[src/rtl/ckg_cfg.svh]
// Register map, field positions, reset values and limits of the clock router
`ifndef CKG_CFG_SVH
`define CKG_CFG_SVH

// Word addresses on the register bus
`define CKG_REG_CTRL        6'h00
`define CKG_REG_EN          6'h01
`define CKG_REG_STAT        6'h02
`define CKG_REG_OUT0        6'h08

// Control register fields
`define CKG_CTRL_P1_SRC     0
`define CKG_CTRL_P2_SRC     1
`define CKG_CTRL_EXTF_LSB   2
`define CKG_CTRL_EXTF_MSB   8
`define CKG_CTRL_SSD_LSB    9
`define CKG_CTRL_SSD_MSB    12
`define CKG_CTRL_MASK       32'h0000_1fff
`define CKG_CTRL_RST        32'h0000_0028

// Per-output configuration fields
`define CKG_OUT_PLL         0
`define CKG_OUT_INV         1
`define CKG_OUT_PARK_LSB    2
`define CKG_OUT_PARK_MSB    3
`define CKG_OUT_REXP_LSB    4
`define CKG_OUT_REXP_MSB    6
`define CKG_OUT_SS          7
`define CKG_OUT_PULL        8
`define CKG_OUT_DINT_LSB    16
`define CKG_OUT_DINT_MSB    23
`define CKG_OUT_FRAC_LSB    24
`define CKG_OUT_FRAC_MSB    31
`define CKG_OUT_MASK        32'hffff_01ff
`define CKG_OUT_RST         32'h0004_0010

// Status register fields
`define CKG_STAT_GATE       8
`define CKG_STAT_SSD        9
`define CKG_STAT_DIV_LSB    10

// Frequency limits in MHz
`define CKG_EXT_MIN_MHZ     7'h0a
`define CKG_EXT_MAX_MHZ     7'h64
`define CKG_PLL_REF_MAX_MHZ 7'h1e
`define CKG_PLL_REF_X2_MHZ  7'h3c

// Divider limits
`define CKG_FD_DIV_MIN      8'h02
`define CKG_REXP_MIN        3'h1
`define CKG_SS_PRE_MAX      8'h63

`endif

[src/rtl/ckg_pkg.sv]
// Types shared by the clock router files
package ckg_pkg;
	typedef enum logic [1:0] {
		CKG_PARK_LOW  = 2'b00,
		CKG_PARK_HIGH = 2'b01,
		CKG_PARK_HIZ  = 2'b10
	} ckg_park_t;

	typedef enum logic {
		CKG_BUS_IDLE = 1'b0,
		CKG_BUS_ACK  = 1'b1
	} ckg_bus_t;
endpackage

[src/rtl/ckg_out_gate.sv]
// Glitchless output gate with park state for one clock output
`timescale 1ns/100ps
`default_nettype none
module ckg_out_gate (
	// Clock and reset
	input  wire logic            i_ref_clk,
	input  wire logic            i_reset_n,
	// Divided clock and settings
	input  wire logic            i_src,
	input  wire logic            i_enable,
	input  wire logic            i_gate_pin_n,
	input  wire logic            i_invert,
	input  wire ckg_pkg::ckg_park_t i_park,
	input  wire logic            i_powered,
	// Pin and state
	output logic                 o_pin,
	output logic                 o_pin_oe_n,
	output logic                 o_running
);
	import ckg_pkg::*;

	logic en_s1, en_s2, gate_s1, gate_s2;
	logic src_prev, running, pin, oe_n;
	logic next_running, next_pin, next_oe_n, want, rise, park_hiz;

	always_comb begin
		want = en_s2 & ~gate_s2;
		rise = i_src & ~src_prev;
		next_running = running;
		// Decided only on a leading edge: starts whole, stops after a full cycle
		if (rise) begin
			next_running = want;
		end
		park_hiz = 1'b1;
		unique case (i_park)
			CKG_PARK_LOW:  park_hiz = 1'b0;
			CKG_PARK_HIGH: park_hiz = 1'b0;
			CKG_PARK_HIZ:  park_hiz = 1'b1;
			default:       park_hiz = 1'b1;
		endcase
		if (next_running) begin
			next_pin = i_src ^ i_invert;
		end else begin
			next_pin = (i_park == CKG_PARK_HIGH);
		end
		next_oe_n = ~i_powered | (~next_running & park_hiz);
	end

	always_ff @(posedge i_ref_clk or negedge i_reset_n) begin
		if (!i_reset_n) begin
			en_s1    <= 1'b0;
			en_s2    <= 1'b0;
			gate_s1  <= 1'b1;
			gate_s2  <= 1'b1;
			src_prev <= 1'b0;
			running  <= 1'b0;
			pin      <= 1'b0;
			oe_n     <= 1'b1;
		end else begin
			en_s1    <= i_enable;
			en_s2    <= en_s1;
			gate_s1  <= i_gate_pin_n;
			gate_s2  <= gate_s1;
			src_prev <= i_src;
			running  <= next_running;
			pin      <= next_pin;
			oe_n     <= next_oe_n;
		end
	end

	assign o_pin      = pin;
	assign o_pin_oe_n = oe_n;
	assign o_running  = running;
endmodule
`default_nettype wire

[src/rtl/ckg_clock_route.sv]
// Clock routing, dividers, spread control and output gating with register slave
//
// The Avalon-MM slave port and the address map are this design's own decisions.
`timescale 1ns/100ps
`default_nettype none
`include "ckg_cfg.svh"
// How it works
// Each PLL picks crystal or external reference
// Each divider picks first or second PLL
// Input divider keeps PLL reference within limit
// Pulled clocks come only from second PLL
// Pulled divider frequency capped by divider minimum
// Divider ratio clamped to its least value
// Integer output divider follows each divider
// Spread only on first PLL outputs
// Gate pin low runs, high disables
// Disabled output parks high, low, or Hi-Z
// Output starts on first leading edge
// Output finishes full cycle before stopping
// Spread-defeat pin low suppresses all spread
// Outputs form four banks of two
// Output divider is two to power one..seven
// Per-output polarity inversion before the pin
// Per-output enable setting
// Enable and gate pin synchronized before gating
module ckg_clock_route #(
	parameter int NUM_OUT = 8
) (
	// Clock and reset
	input  wire logic                 i_ref_clk,
	input  wire logic                 i_reset_n,
	// Avalon-MM slave
	input  wire logic [5:0]           i_avs_address,
	input  wire logic                 i_avs_read,
	input  wire logic                 i_avs_write,
	input  wire logic [31:0]          i_avs_writedata,
	input  wire logic [3:0]           i_avs_byteenable,
	output logic [31:0]               o_avs_readdata,
	output logic                      o_avs_waitrequest,
	// References and control pins
	input  wire logic                 i_crystal_ref,
	input  wire logic                 i_external_ref_input,
	input  wire logic                 i_output_gate_pin_n,
	input  wire logic                 i_spread_defeat_pin,
	input  wire logic [NUM_OUT/2-1:0] i_bank_output_supply,
	// Clock outputs
	output logic [NUM_OUT-1:0]        o_clk,
	output logic [NUM_OUT-1:0]        o_clk_oe_n,
	// Reference steering
	output logic                      o_first_pll_ref_sel,
	output logic                      o_second_pll_ref_sel,
	output logic [1:0]                o_ext_div_code
);
	import ckg_pkg::*;

	if (NUM_OUT < 2 || NUM_OUT > 8 || (NUM_OUT % 2) != 0) begin : g_bad_num_out
		$error("NUM_OUT must be an even count from 2 to 8");
	end

	function automatic logic [31:0] ckg_wmask(input logic [31:0] old_v,
		input logic [31:0] wd, input logic [3:0] be, input logic [31:0] mask);
		logic [31:0] v;
		v = old_v;
		for (int b = 0; b < 4; b++) begin
			if (be[b]) begin
				v[b*8 +: 8] = wd[b*8 +: 8];
			end
		end
		return v & mask;
	endfunction

	// Register state
	ckg_bus_t            bus_st, next_bus_st;
	logic [31:0]         rdata, next_rdata, rd_mux;
	logic [31:0]         ctrl, next_ctrl;
	logic [NUM_OUT-1:0]  en, next_en;
	logic [31:0]         cfg [NUM_OUT];
	logic [31:0]         next_cfg [NUM_OUT];
	logic [5:0]          out_idx;
	logic                out_hit;
	logic [NUM_OUT-1:0]  running;

	// Reference path
	logic [6:0] ext_mhz;
	logic [1:0] div_code;
	logic       ext_prev, next_ext_prev, ext_lvl, pll1_lvl, pll2_lvl;
	logic [1:0] ext_cnt, next_ext_cnt;

	// Spread triangle
	logic [7:0] ss_pre, next_ss_pre;
	logic [3:0] ss_tri, next_ss_tri, ss_depth, ss_ofs;
	logic       ss_up, next_ss_up;

	assign out_idx = i_avs_address - `CKG_REG_OUT0;
	assign out_hit = (i_avs_address >= `CKG_REG_OUT0) &&
		(out_idx < 6'(NUM_OUT));

	always_comb begin
		rd_mux = 32'h0000_0000;
		if (i_avs_address == `CKG_REG_CTRL) begin
			rd_mux = ctrl;
		end else if (i_avs_address == `CKG_REG_EN) begin
			rd_mux = 32'(en);
		end else if (i_avs_address == `CKG_REG_STAT) begin
			rd_mux = 32'(running);
			rd_mux[`CKG_STAT_GATE] = i_output_gate_pin_n;
			rd_mux[`CKG_STAT_SSD] = i_spread_defeat_pin;
			rd_mux[`CKG_STAT_DIV_LSB +: 2] = div_code;
		end else if (out_hit) begin
			rd_mux = cfg[out_idx[2:0]];
		end
	end

	// One wait cycle per access; write lands on the edge that ends the acknowledge cycle
	always_comb begin
		next_bus_st = bus_st;
		next_rdata = rdata;
		next_ctrl = ctrl;
		next_en = en;
		for (int i = 0; i < NUM_OUT; i++) begin
			next_cfg[i] = cfg[i];
		end
		unique case (bus_st)
			CKG_BUS_IDLE: begin
				if (i_avs_read || i_avs_write) begin
					next_bus_st = CKG_BUS_ACK;
					next_rdata = i_avs_read ? rd_mux : 32'h0000_0000;
				end
			end
			CKG_BUS_ACK: begin
				next_bus_st = CKG_BUS_IDLE;
				if (i_avs_write) begin
					if (i_avs_address == `CKG_REG_CTRL) begin
						next_ctrl = ckg_wmask(ctrl, i_avs_writedata,
							i_avs_byteenable, `CKG_CTRL_MASK);
					end else if (i_avs_address == `CKG_REG_EN) begin
						next_en = NUM_OUT'(ckg_wmask(32'(en), i_avs_writedata,
							i_avs_byteenable, 32'hffff_ffff));
					end else if (out_hit) begin
						next_cfg[out_idx[2:0]] = ckg_wmask(cfg[out_idx[2:0]],
							i_avs_writedata, i_avs_byteenable, `CKG_OUT_MASK);
					end
				end
			end
		endcase
	end

	always_ff @(posedge i_ref_clk or negedge i_reset_n) begin
		if (!i_reset_n) begin
			bus_st <= CKG_BUS_IDLE;
			rdata  <= 32'h0000_0000;
			ctrl   <= `CKG_CTRL_RST;
			en     <= '0;
			for (int i = 0; i < NUM_OUT; i++) begin
				cfg[i] <= `CKG_OUT_RST;
			end
		end else begin
			bus_st <= next_bus_st;
			rdata  <= next_rdata;
			ctrl   <= next_ctrl;
			en     <= next_en;
			for (int i = 0; i < NUM_OUT; i++) begin
				cfg[i] <= next_cfg[i];
			end
		end
	end

	assign o_avs_waitrequest = (i_avs_read | i_avs_write) & (bus_st == CKG_BUS_IDLE);
	assign o_avs_readdata = rdata;

	// Smallest power-of-two ratio that brings the reference under the limit
	always_comb begin
		ext_mhz = ctrl[`CKG_CTRL_EXTF_MSB:`CKG_CTRL_EXTF_LSB];
		if (ext_mhz < `CKG_EXT_MIN_MHZ) begin
			ext_mhz = `CKG_EXT_MIN_MHZ;
		end else if (ext_mhz > `CKG_EXT_MAX_MHZ) begin
			ext_mhz = `CKG_EXT_MAX_MHZ;
		end
		if (ext_mhz <= `CKG_PLL_REF_MAX_MHZ) begin
			div_code = 2'h0;
		end else if (ext_mhz <= `CKG_PLL_REF_X2_MHZ) begin
			div_code = 2'h1;
		end else begin
			div_code = 2'h2;
		end
		next_ext_prev = i_external_ref_input;
		next_ext_cnt = ext_cnt;
		if (i_external_ref_input && !ext_prev) begin
			next_ext_cnt = 2'(ext_cnt + 2'h1);
		end
		unique case (div_code)
			2'h0:    ext_lvl = i_external_ref_input;
			2'h1:    ext_lvl = ext_cnt[0];
			default: ext_lvl = ext_cnt[1];
		endcase
		pll1_lvl = ctrl[`CKG_CTRL_P1_SRC] ? ext_lvl : i_crystal_ref;
		pll2_lvl = ctrl[`CKG_CTRL_P2_SRC] ? ext_lvl : i_crystal_ref;
	end

	always_ff @(posedge i_ref_clk or negedge i_reset_n) begin
		if (!i_reset_n) begin
			ext_prev <= 1'b0;
			ext_cnt  <= 2'h0;
		end else begin
			ext_prev <= next_ext_prev;
			ext_cnt  <= next_ext_cnt;
		end
	end

	assign o_first_pll_ref_sel  = ctrl[`CKG_CTRL_P1_SRC];
	assign o_second_pll_ref_sel = ctrl[`CKG_CTRL_P2_SRC];
	assign o_ext_div_code       = div_code;

	// Triangle profile; the depth field caps the added fraction
	always_comb begin
		ss_depth = ctrl[`CKG_CTRL_SSD_MSB:`CKG_CTRL_SSD_LSB];
		next_ss_pre = 8'(ss_pre + 8'h01);
		next_ss_tri = ss_tri;
		next_ss_up = ss_up;
		if (ss_pre >= `CKG_SS_PRE_MAX) begin
			next_ss_pre = 8'h00;
			if (ss_up) begin
				next_ss_tri = 4'(ss_tri + 4'h1);
				next_ss_up = (ss_tri != 4'he);
			end else begin
				next_ss_tri = 4'(ss_tri - 4'h1);
				next_ss_up = (ss_tri == 4'h1);
			end
		end
		ss_ofs = (ss_tri > ss_depth) ? ss_depth : ss_tri;
	end

	always_ff @(posedge i_ref_clk or negedge i_reset_n) begin
		if (!i_reset_n) begin
			ss_pre <= 8'h00;
			ss_tri <= 4'h0;
			ss_up  <= 1'b1;
		end else begin
			ss_pre <= next_ss_pre;
			ss_tri <= next_ss_tri;
			ss_up  <= next_ss_up;
		end
	end

	for (genvar g = 0; g < NUM_OUT; g++) begin : g_out
		logic       src, src_prev, fd, next_fd, ss_on, rise;
		logic [7:0] cnt, next_cnt, acc, next_acc, dint;
		logic [1:0] car, next_car;
		logic [9:0] sum;
		logic [8:0] lim;
		logic [6:0] rcnt, next_rcnt;
		logic [2:0] rexp;
		logic       r_lvl;

		always_comb begin
			// Pulled mode forces the second PLL and excludes spread
			src = (cfg[g][`CKG_OUT_PLL] | cfg[g][`CKG_OUT_PULL]) ?
				pll2_lvl : pll1_lvl;
			ss_on = cfg[g][`CKG_OUT_SS] & ~cfg[g][`CKG_OUT_PLL] &
				~cfg[g][`CKG_OUT_PULL] & i_spread_defeat_pin;
			dint = cfg[g][`CKG_OUT_DINT_MSB:`CKG_OUT_DINT_LSB];
			if (dint < `CKG_FD_DIV_MIN) begin
				dint = `CKG_FD_DIV_MIN;
			end
			lim = 9'(dint) + 9'(car);
			sum = 10'(acc) + 10'(cfg[g][`CKG_OUT_FRAC_MSB:`CKG_OUT_FRAC_LSB]) +
				10'(ss_on ? ss_ofs : 4'h0);
			rise = src & ~src_prev;
			next_cnt = cnt;
			next_acc = acc;
			next_car = car;
			next_fd = fd;
			if (rise) begin
				if (9'(cnt) + 9'h001 >= lim) begin
					next_cnt = 8'h00;
					next_acc = sum[7:0];
					next_car = sum[9:8];
					next_fd = ~fd;
				end else begin
					next_cnt = 8'(cnt + 8'h01);
				end
			end
			next_rcnt = rcnt;
			if (next_fd && !fd) begin
				next_rcnt = 7'(rcnt + 7'h01);
			end
			rexp = cfg[g][`CKG_OUT_REXP_MSB:`CKG_OUT_REXP_LSB];
			if (rexp < `CKG_REXP_MIN) begin
				rexp = `CKG_REXP_MIN;
			end
			r_lvl = rcnt[rexp - `CKG_REXP_MIN];
		end

		always_ff @(posedge i_ref_clk or negedge i_reset_n) begin
			if (!i_reset_n) begin
				src_prev <= 1'b0;
				cnt      <= 8'h00;
				acc      <= 8'h00;
				car      <= 2'h0;
				fd       <= 1'b0;
				rcnt     <= 7'h00;
			end else begin
				src_prev <= src;
				cnt      <= next_cnt;
				acc      <= next_acc;
				car      <= next_car;
				fd       <= next_fd;
				rcnt     <= next_rcnt;
			end
		end

		ckg_out_gate u_gate (
			.i_ref_clk    (i_ref_clk),
			.i_reset_n    (i_reset_n),
			.i_src        (r_lvl),
			.i_enable     (en[g]),
			.i_gate_pin_n (i_output_gate_pin_n),
			.i_invert     (cfg[g][`CKG_OUT_INV]),
			.i_park       (ckg_park_t'(cfg[g][`CKG_OUT_PARK_MSB:`CKG_OUT_PARK_LSB])),
			.i_powered    (i_bank_output_supply[g/2]),
			.o_pin        (o_clk[g]),
			.o_pin_oe_n   (o_clk_oe_n[g]),
			.o_running    (running[g])
		);
	end
endmodule
`default_nettype wire

[config.mk]
export PLATFORM = sky130hd
export DESIGN_NAME = ckg_clock_route
export DESIGN_NICKNAME = d
export VERILOG_FILES = /design/src/rtl/ckg_pkg.sv /design/src/rtl/ckg_out_gate.sv /design/src/rtl/ckg_clock_route.sv
export VERILOG_INCLUDE_DIRS = /design/src /design/src/rtl
export SDC_FILE = /design/constraint.sdc
export NUM_CORES = 1
export LEC_CHECK = 0
export ABC_AREA = 1
export ABC_CLOCK_PERIOD_IN_PS = 4100
export BUFFER_PORTS_ARGS = -buffer_cell sky130_fd_sc_hd__buf_2
export CORE_ASPECT_RATIO = 1.4
export CORE_MARGIN = 3
export CORE_UTILIZATION = 45
export DETAILED_ROUTE_END_ITERATION = 7
export PLACE_DENSITY = 0.61
export SYNTH_ARGS = -nofsm -noshare
export SYNTH_HDL_FRONTEND = slang
export SYNTH_SLANG_ARGS = --single-unit
[constraint.sdc]
create_clock -name i_ref_clk -period 4.1 [get_ports i_ref_clk]
set_input_delay 1.025 -clock i_ref_clk [delete_from_list [all_inputs] [get_ports i_ref_clk]]
set_output_delay 1.025 -clock i_ref_clk [all_outputs]
set_load 0.005 [all_outputs]
### Word-level counts from Yosys, hierarchy flattened

Index checks and enable logic that the tools add are counted.
W data, S select, Z words.

| cells by class | value |
|---|---|
| add/sub/neg operators | 61 |
| $mul | 0 |
| divide/modulo/power cells | 0 |
| magnitude comparators | 42 |
| eq/ne operators | 13 |
| shifts and indexed selects | 0 |
| mux-type cells | 144 |
| bitwise logic cells | 139 |
| reductions and logical operators | 52 |

Operator list:

| cell | count |
|---|---|
| $mux W8 | 35 |
| $bwmux W256 | 1 |
| $mux W32 | 8 |
| $bmux W32 S3 | 1 |
| $demux W32 S3 | 1 |
| $add A9 B4 Y10 | 8 |
| $add A8 B1 Y8 const B | 9 |
| $add A8 B1 Y9 const B | 8 |
| $add A8 B2 Y9 | 8 |
| $add A8 B8 Y9 | 8 |
| $ge A9 B9 Y1 | 8 |
| $mux W1 | 66 |
| $lt A8 B2 Y1 const B | 8 |
| $and A1 B1 Y1 | 57 |
| $add A7 B1 Y7 const B | 8 |
| $not A1 Y1 | 56 |
| $mux W4 | 10 |
| $lt A3 B4 Y1 const B | 8 |
| $bmux W1 S3 | 8 |
| $lt A3 B1 Y1 const B | 8 |
| $mux W3 | 8 |
| $sub A3 B1 Y3 const B | 8 |
| $eq A2 B1 Y1 const B | 9 |
| $logic_not A2 Y1 | 9 |
| 32 further kinds | 93 |

| word-level totals | value |
|---|---|
| flip-flop bits (word level) | 592 |
| bits in latches | 0 |
| bits in writable memories | 0 |
| ROM bits | 0 |
| bits of input ports | 54 |
| output and inout bits | 53 |
| word-level logic and storage cells | 567 |
| memories kept | 0 |

### Logic depth before layout (Yosys ltp)

| logic depth | value |
|---|---|
| word-level depth | 13 |
| depth in mapped cells | 22 |
| depth with buffers taken out | 22 |

### Modules after synthesis

Synthesis repeated with hierarchy kept, for this count alone.

| second synthesis, totals | value |
|---|---|
| cell total of the unflattened synthesis | 3,901 |
| area, all modules | 32,234.7 µm² |

By module, submodules not included:

| module | instances | cells each | area each (µm²) | sequential area each (µm²) |
|---|---|---|---|---|
| ckg_clock_route | 1 | 3,637 | 29,762.3 | 12,110.4 |
| ckg_out_gate | 8 | 33 | 309.0 | 203.9 |

### Worst setup path after synthesis

Ideal clock, no wire load.

| timing | value |
|---|---|
| path type | register -> register |
| from | register cfg[181] in the netlist's numbering |
| to | register g_out[2].rcnt[0] |
| library setup time | 0.119 ns |
| arrival time | 3.627 ns |
| required time | 3.981 ns |
| setup slack | 0.355 ns |
| cell stages (with the launch flop) | 19 |
| cells stage by stage | dfrtp_1 > clkbuf_1 > or4_1 > o31a_1 > ha_1 > fa_1 > nand3_1 > nor2_1 > nand2_1 > xor2_1 > ha_1 > nand2_1 > nor2_1 > nand4_1 > o2111ai_1 > clkbuf_1 > nand4_1 > nand2_1 > nand2_1 |

| between the ends | value |
|---|---|
| longest elaborated chain between the ends | 7 |

Ends and longest elaborated chain:

| item | line | RTL |
|---|---|---|
| from (decl) | ckg_clock_route.sv:77 | `logic [31:0] cfg [NUM_OUT];` |
| from (signal, indexed assignment) | ckg_clock_route.sv:155 | `` cfg[i] <= `CKG_OUT_RST; `` |
| from (signal, indexed assignment) | ckg_clock_route.sv:163 | `cfg[i] <= next_cfg[i];` |
| $lt A8 B2 Y1 (no source line) | n/a |  |
| $mux W8 * | ckg_clock_route.sv:262 | `` if (dint < `CKG_FD_DIV_MIN) begin `` |
| $add A8 B2 Y9 * | ckg_clock_route.sv:265 | `lim = 9'(dint) + 9'(car);` |
| $ge A9 B9 Y1 * | ckg_clock_route.sv:274 | `if (9'(cnt) + 9'h001 >= lim) begin` |
| $mux W1 * | ckg_clock_route.sv:274 |  |
| $mux W1 * | ckg_clock_route.sv:273 | `if (rise) begin` |
| $logic_and A1 B1 Y1 * | ckg_clock_route.sv:284 | `if (next_fd && !fd) begin` |
| to (signal assigned) | ckg_clock_route.sv:308 | `rcnt <= next_rcnt;` |
| to (decl) | ckg_clock_route.sv:251 | `logic [6:0] rcnt, next_rcnt;` |

Every way passes the cells marked *; elsewhere a longest branch is shown, timed or not.
A chain may end at the register's enable or synchronous reset.

### Final worst setup path

| timing | value |
|---|---|
| from | register cfg[20] in the netlist's numbering |
| to | register g_out[7].rcnt[6] |

| between the ends | value |
|---|---|
| longest elaborated chain between the ends | 7 |

Ends and longest elaborated chain:

| item | line |
|---|---|
| $lt A8 B2 Y1 (no source line) | n/a |
| $mux W8 * | ckg_clock_route.sv:262 |
| $add A8 B2 Y9 * | ckg_clock_route.sv:265 |
| $ge A9 B9 Y1 * | ckg_clock_route.sv:274 |
| $mux W1 * | ckg_clock_route.sv:274 |
| $mux W1 * | ckg_clock_route.sv:273 |
| $logic_and A1 B1 Y1 * | ckg_clock_route.sv:284 |
| to (signal assigned) | ckg_clock_route.sv:308 |
| to (decl) | ckg_clock_route.sv:251 |

Marks and branches as above.

==> results.json <==
{
  "status": "completed",
  "drtPass1Iterations": 5,
  "ff2ff_path_depth": 17,
  "start_util_pct": 45.5,
  "cts_hold_buf": 0,
  "overflow": 0,
  "post_drt_via_cell_ratio": 5.30,
  "io_buffers": 100,
  "maxCapViolCount": 0,
  "drv_slew": 0,
  "slowest_stage": "or4_1",
  "regToRegStartpoint": "cfg[20]$_DFFE_PN0P_",
  "io_pins": 107,
  "die_x_um": 229,
  "endpoint": "g_out[7].rcnt[6]$_DFFE_PN0P_",
  "seqCellArea_um2": 13400,
  "r2r-end": "g_out[7].rcnt[6]$_DFFE_PN0P_",
  "hold_viol_final": 0,
  "syn_inst": 3791,
  "dr_total_vias": 26100,
  "synth-seq-area-share_pct": 42.6,
  "synth_seq_cells": 533,
  "syn2layout_area_growth_pct": 13.2,
  "grtUsageTotal_pct": 24.9,
  "min_period_ns": 3.94,
  "async_flop_share_pct": 100,
  "ant_nets": 0,
  "p_comb_share_pct": 35.2,
  "path_cells": "or4_1 -> o31a_1 -> ha_1 -> fa_1 -> nand3_1 -> nor2_1 -> nand2_1 -> xor2_1 -> ha_1 -> a21oi_1 -> nor2_1 -> a211oi_1 -> o2111ai_2 -> buf_4 -> nand4_2 -> nand2_1 -> nand2_1",
  "dieArea_um2": 73000,
  "slew_headroom_pct": 14.4,
  "synth_edf_count": 0,
  "skew_ns": 0.0197,
  "p_per_area_nw_per_um2": 533,
  "drcViolationCount": 0,
  "path_common_cell": "nand2_1",
  "cts_buffers": 55,
  "fin_nets": 4259,
  "die_h_um": 319,
  "cp.arrival_ns": 4.51,
  "clockBufferDepth": 3,
  "rows": 114,
  "grt_max_degree": 91,
  "wl_um": 90700,
  "drt_iter0_drc": 1547,
  "setup_ws_ns": 0.155,
  "switchingPower_w": 0.00730,
  "seqPwrFrac_pct": 36.3,
  "clock-root-buffer": "clkbuf_16",
  "internal_power_w": 0.0117,
  "rrSetupSlack_ns": 0.16,
  "worst-slew-pin-transition_ns": 1.27,
  "hp-class": "in -> async",
  "clock_sinks": 533,
  "yosysTopAreaCell": "dfrtp_1",
  "yosys_warnings": 0,
  "timing.setup.tns_ns": 0,
  "critPathKind": "reg -> reg",
  "synth_cell_types": 56,
  "grt_first_pass_wirelength_um": 143000,
  "p_sw_share_pct": 38.5,
  "fp.coreArea_um2": 69000,
  "avgSynthCellArea_um2": 8.28,
  "drive_above_1_share_pct": 10.3,
  "antenna_found_initial": 4,
  "gp_congestion": 0.911,
  "dp_hpwl_um": 68900,
  "cts_tree": "built",
  "clk_latency_ns": 0.63,
  "cp-end-kind": "flip-flop",
  "fmax_mhz": 253,
  "critPathLaunch": "cfg[20]$_DFFE_PN0P_",
  "grt_pass1_vias": 25600,
  "clkPwrFrac_pct": 28.5,
  "worstPathRequired_ns": 4.67,
  "fin_crit_sh_pct": 96.2,
  "vdd_drop_max_uv": 409,
  "ys.flop_type": "dfrtp_1",
  "multi_input_area_um2": 15900,
  "setup_viol": 0,
  "htreeDepth": 2,
  "netlist_area_um2": 31400,
  "clkTransAtPathRegs_ns": 0.06,
  "fill_cells": 6695,
  "cpPeakStageDelay_ns": 0.52,
  "worstPathMaxFanout": 8,
  "total_power_w": 0.0190,
  "synth_area_leaders": "dfrtp_1 (40%), nand2_1 (12%), ha_1 (8.4%), o21ai_0 (7.0%), inv_1 (4.9%)",
  "p_leak_nw": 18.1,
  "pre_cts_slack_ns": 0.00444,
  "synth_top_cell_area_share_pct": 40.2,
  "start_kind": "flip-flop",
  "routedWlPerCell_um": 18.4
}
==> power by group through the flow <==
stage	Clock, W	Combinational (W)	Sequential, W
after floorplan	0	0.00436	0.00674
after global placement	0	0.00645	0.00695
after detailed placement	0	0.00657	0.00696
after CTS	0.00553	0.00659	0.00688
after global routing	0.00573	0.00757	0.00700
final	0.00540	0.00667	0.00688
==> cells by family after synthesis <==
| group | share of synthesized area, % |
|---|---|
| xor gates and xnor gates | 5.13 |
| and+or+nand+nor | 21.2 |
| buffers and inverters | 6.95 |
| DFF | 42.6 |
| adders and majority gates | 11.4 |
| AOI/OAI and AO/OA | 12.7 |
| other | 0.0119 |
==> worst min path at each step <==
stage,start,cells after the start,end,slack [ns]
after floorplan,g_out[0].u_gate.en_s1$_DFF_PN0_,0,g_out[0].u_gate.en_s2$_DFF_PN0_,0.33
after global placement,g_out[4].u_gate.en_s1$_DFF_PN0_,0,g_out[4].u_gate.en_s2$_DFF_PN0_,0.33
after detailed placement,g_out[5].u_gate.en_s1$_DFF_PN0_,0,g_out[5].u_gate.en_s2$_DFF_PN0_,0.34
after CTS,i_reset_n,1,g_out[5].cnt[3]$_DFFE_PN0N_,0.32
after global routing,i_reset_n,1,g_out[5].cnt[3]$_DFFE_PN0N_,0.34
final,i_reset_n,1,g_out[5].cnt[3]$_DFFE_PN0N_,0.32
==> stage by stage <==
| stage | cell area, um^2 | utilization, % | hold slack [ns] | instances |
|---|---|---|---|---|
| global placement | 33500 | 48.5 | 0.332 | 4814 |
| detailed placement | 33500 | 48.5 | 0.338 | 4814 |
| floorplan | 31400 | - | 0.331 | 3794 |
| global route | 35500 | 51.5 | 0.341 | 4922 |
| CTS | 35500 | 51.4 | 0.324 | 4918 |
| finish | 35500 | 51.5 | 0.319 | 4923 |
==> sequential cells by signal, indices dropped and copies added, names as in the netlist <==
register and count:
g_out.u_gate.o_pin_oe_n 8, ext_prev 1, g_out.cnt 64, cfg 200, g_out.rcnt 56, ctrl 13, g_out.u_gate.gate_s2 1, g_out.u_gate.src_prev 8
g_out.u_gate.en_s2 8, ss_tri 4, g_out.u_gate.gate_s1 1, g_out.fd 8, g_out.u_gate.o_pin 8, o_avs_readdata 29, g_out.u_gate.en_s1 8, ss_up 1
g_out.src_prev 8, bus_st 1, ext_cnt 2, ss_pre 8, en 8, g_out.car 16, g_out.u_gate.o_running 8, g_out.acc 64
==> final cells by class <==
type	instances	share of cell area, %
Tap cell	928	3.27
Antenna cell	1	0.00704
Clock buffer	80	4.62
Multi-Input combinational cell	2713	44.7
Clock inverter	24	0.838
Sequential cell	533	37.6
Inverter	423	4.47
Timing Repair Buffer	221	4.44
==> critical path: cells and delay by family, from the launching register on <==
kind	cells	cell delay [ns]
adders and majority gates	3	0.90
DFF	1	0.41
and+or+nand+nor	8	1.18
buffers and inverters	1	0.22
xor gates and xnor gates	1	0.16
AOI/OAI and AO/OA	4	1.02
==> synthesized netlist by cell type, types with 5 or more instances <==
| cell type | number |
|---|---|
| a211oi_1 | 12 |
| a21oi_1 | 108 |
| a221oi_1 | 12 |
| a22oi_1 | 12 |
| a31oi_1 | 6 |
| buf_2 | 30 |
| buf_4 | 23 |
| clkbuf_1 | 70 |
| clkinv_1 | 8 |
| dfrtp_1 | 504 |
| dfstp_2 | 29 |
| fa_1 | 48 |
| ha_1 | 210 |
| inv_1 | 409 |
| inv_2 | 5 |
| nand2_1 | 1010 |
| nand2_2 | 18 |
| nand3_1 | 128 |
| nand4_1 | 126 |
| nor2_1 | 196 |
| nor2_2 | 5 |
| nor2_4 | 11 |
| nor3_1 | 32 |
| nor4_1 | 10 |
| o2111ai_1 | 19 |
| o211ai_1 | 14 |
| o21ai_0 | 440 |
| o21ai_1 | 9 |
| o21bai_1 | 24 |
| o221ai_1 | 10 |
| o22ai_1 | 20 |
| o31a_1 | 6 |
| or4_1 | 6 |
| xnor2_1 | 50 |
| xor2_1 | 134 |
==> placed cells by master (no fill, tap or decap), drive strengths merged, types with 20 or more instances in the layout <==
cell type	instances
xnor2	50
o21bai	24
dfstp	29
nor3	32
a21oi	108
inv	417
nor2	212
nand3	133
xor2	134
nand2	1030
fa	48
o22ai	20
nand4	128
dfrtp	504
buf	221
ha	210
o21ai	449
clkbuf	80
==> metal layers <==
layer | track usage [%] | vias up | routed length [um]
met5 | 0 | - | 40
met4 | 11.2 | 6 | 4600
met3 | 3.79 | 202 | 4300
met2 | 43.5 | 600 | 45000
met1 | 30.3 | 12500 | 36800
li1 | - | 12800 | -
==> timing repair <==
item,in CTS,in global routing
endpoints found under the setup margin,0,129
buffers inserted,0,4
gates resized for setup,0,19
(Power assumes the default switching activity.)
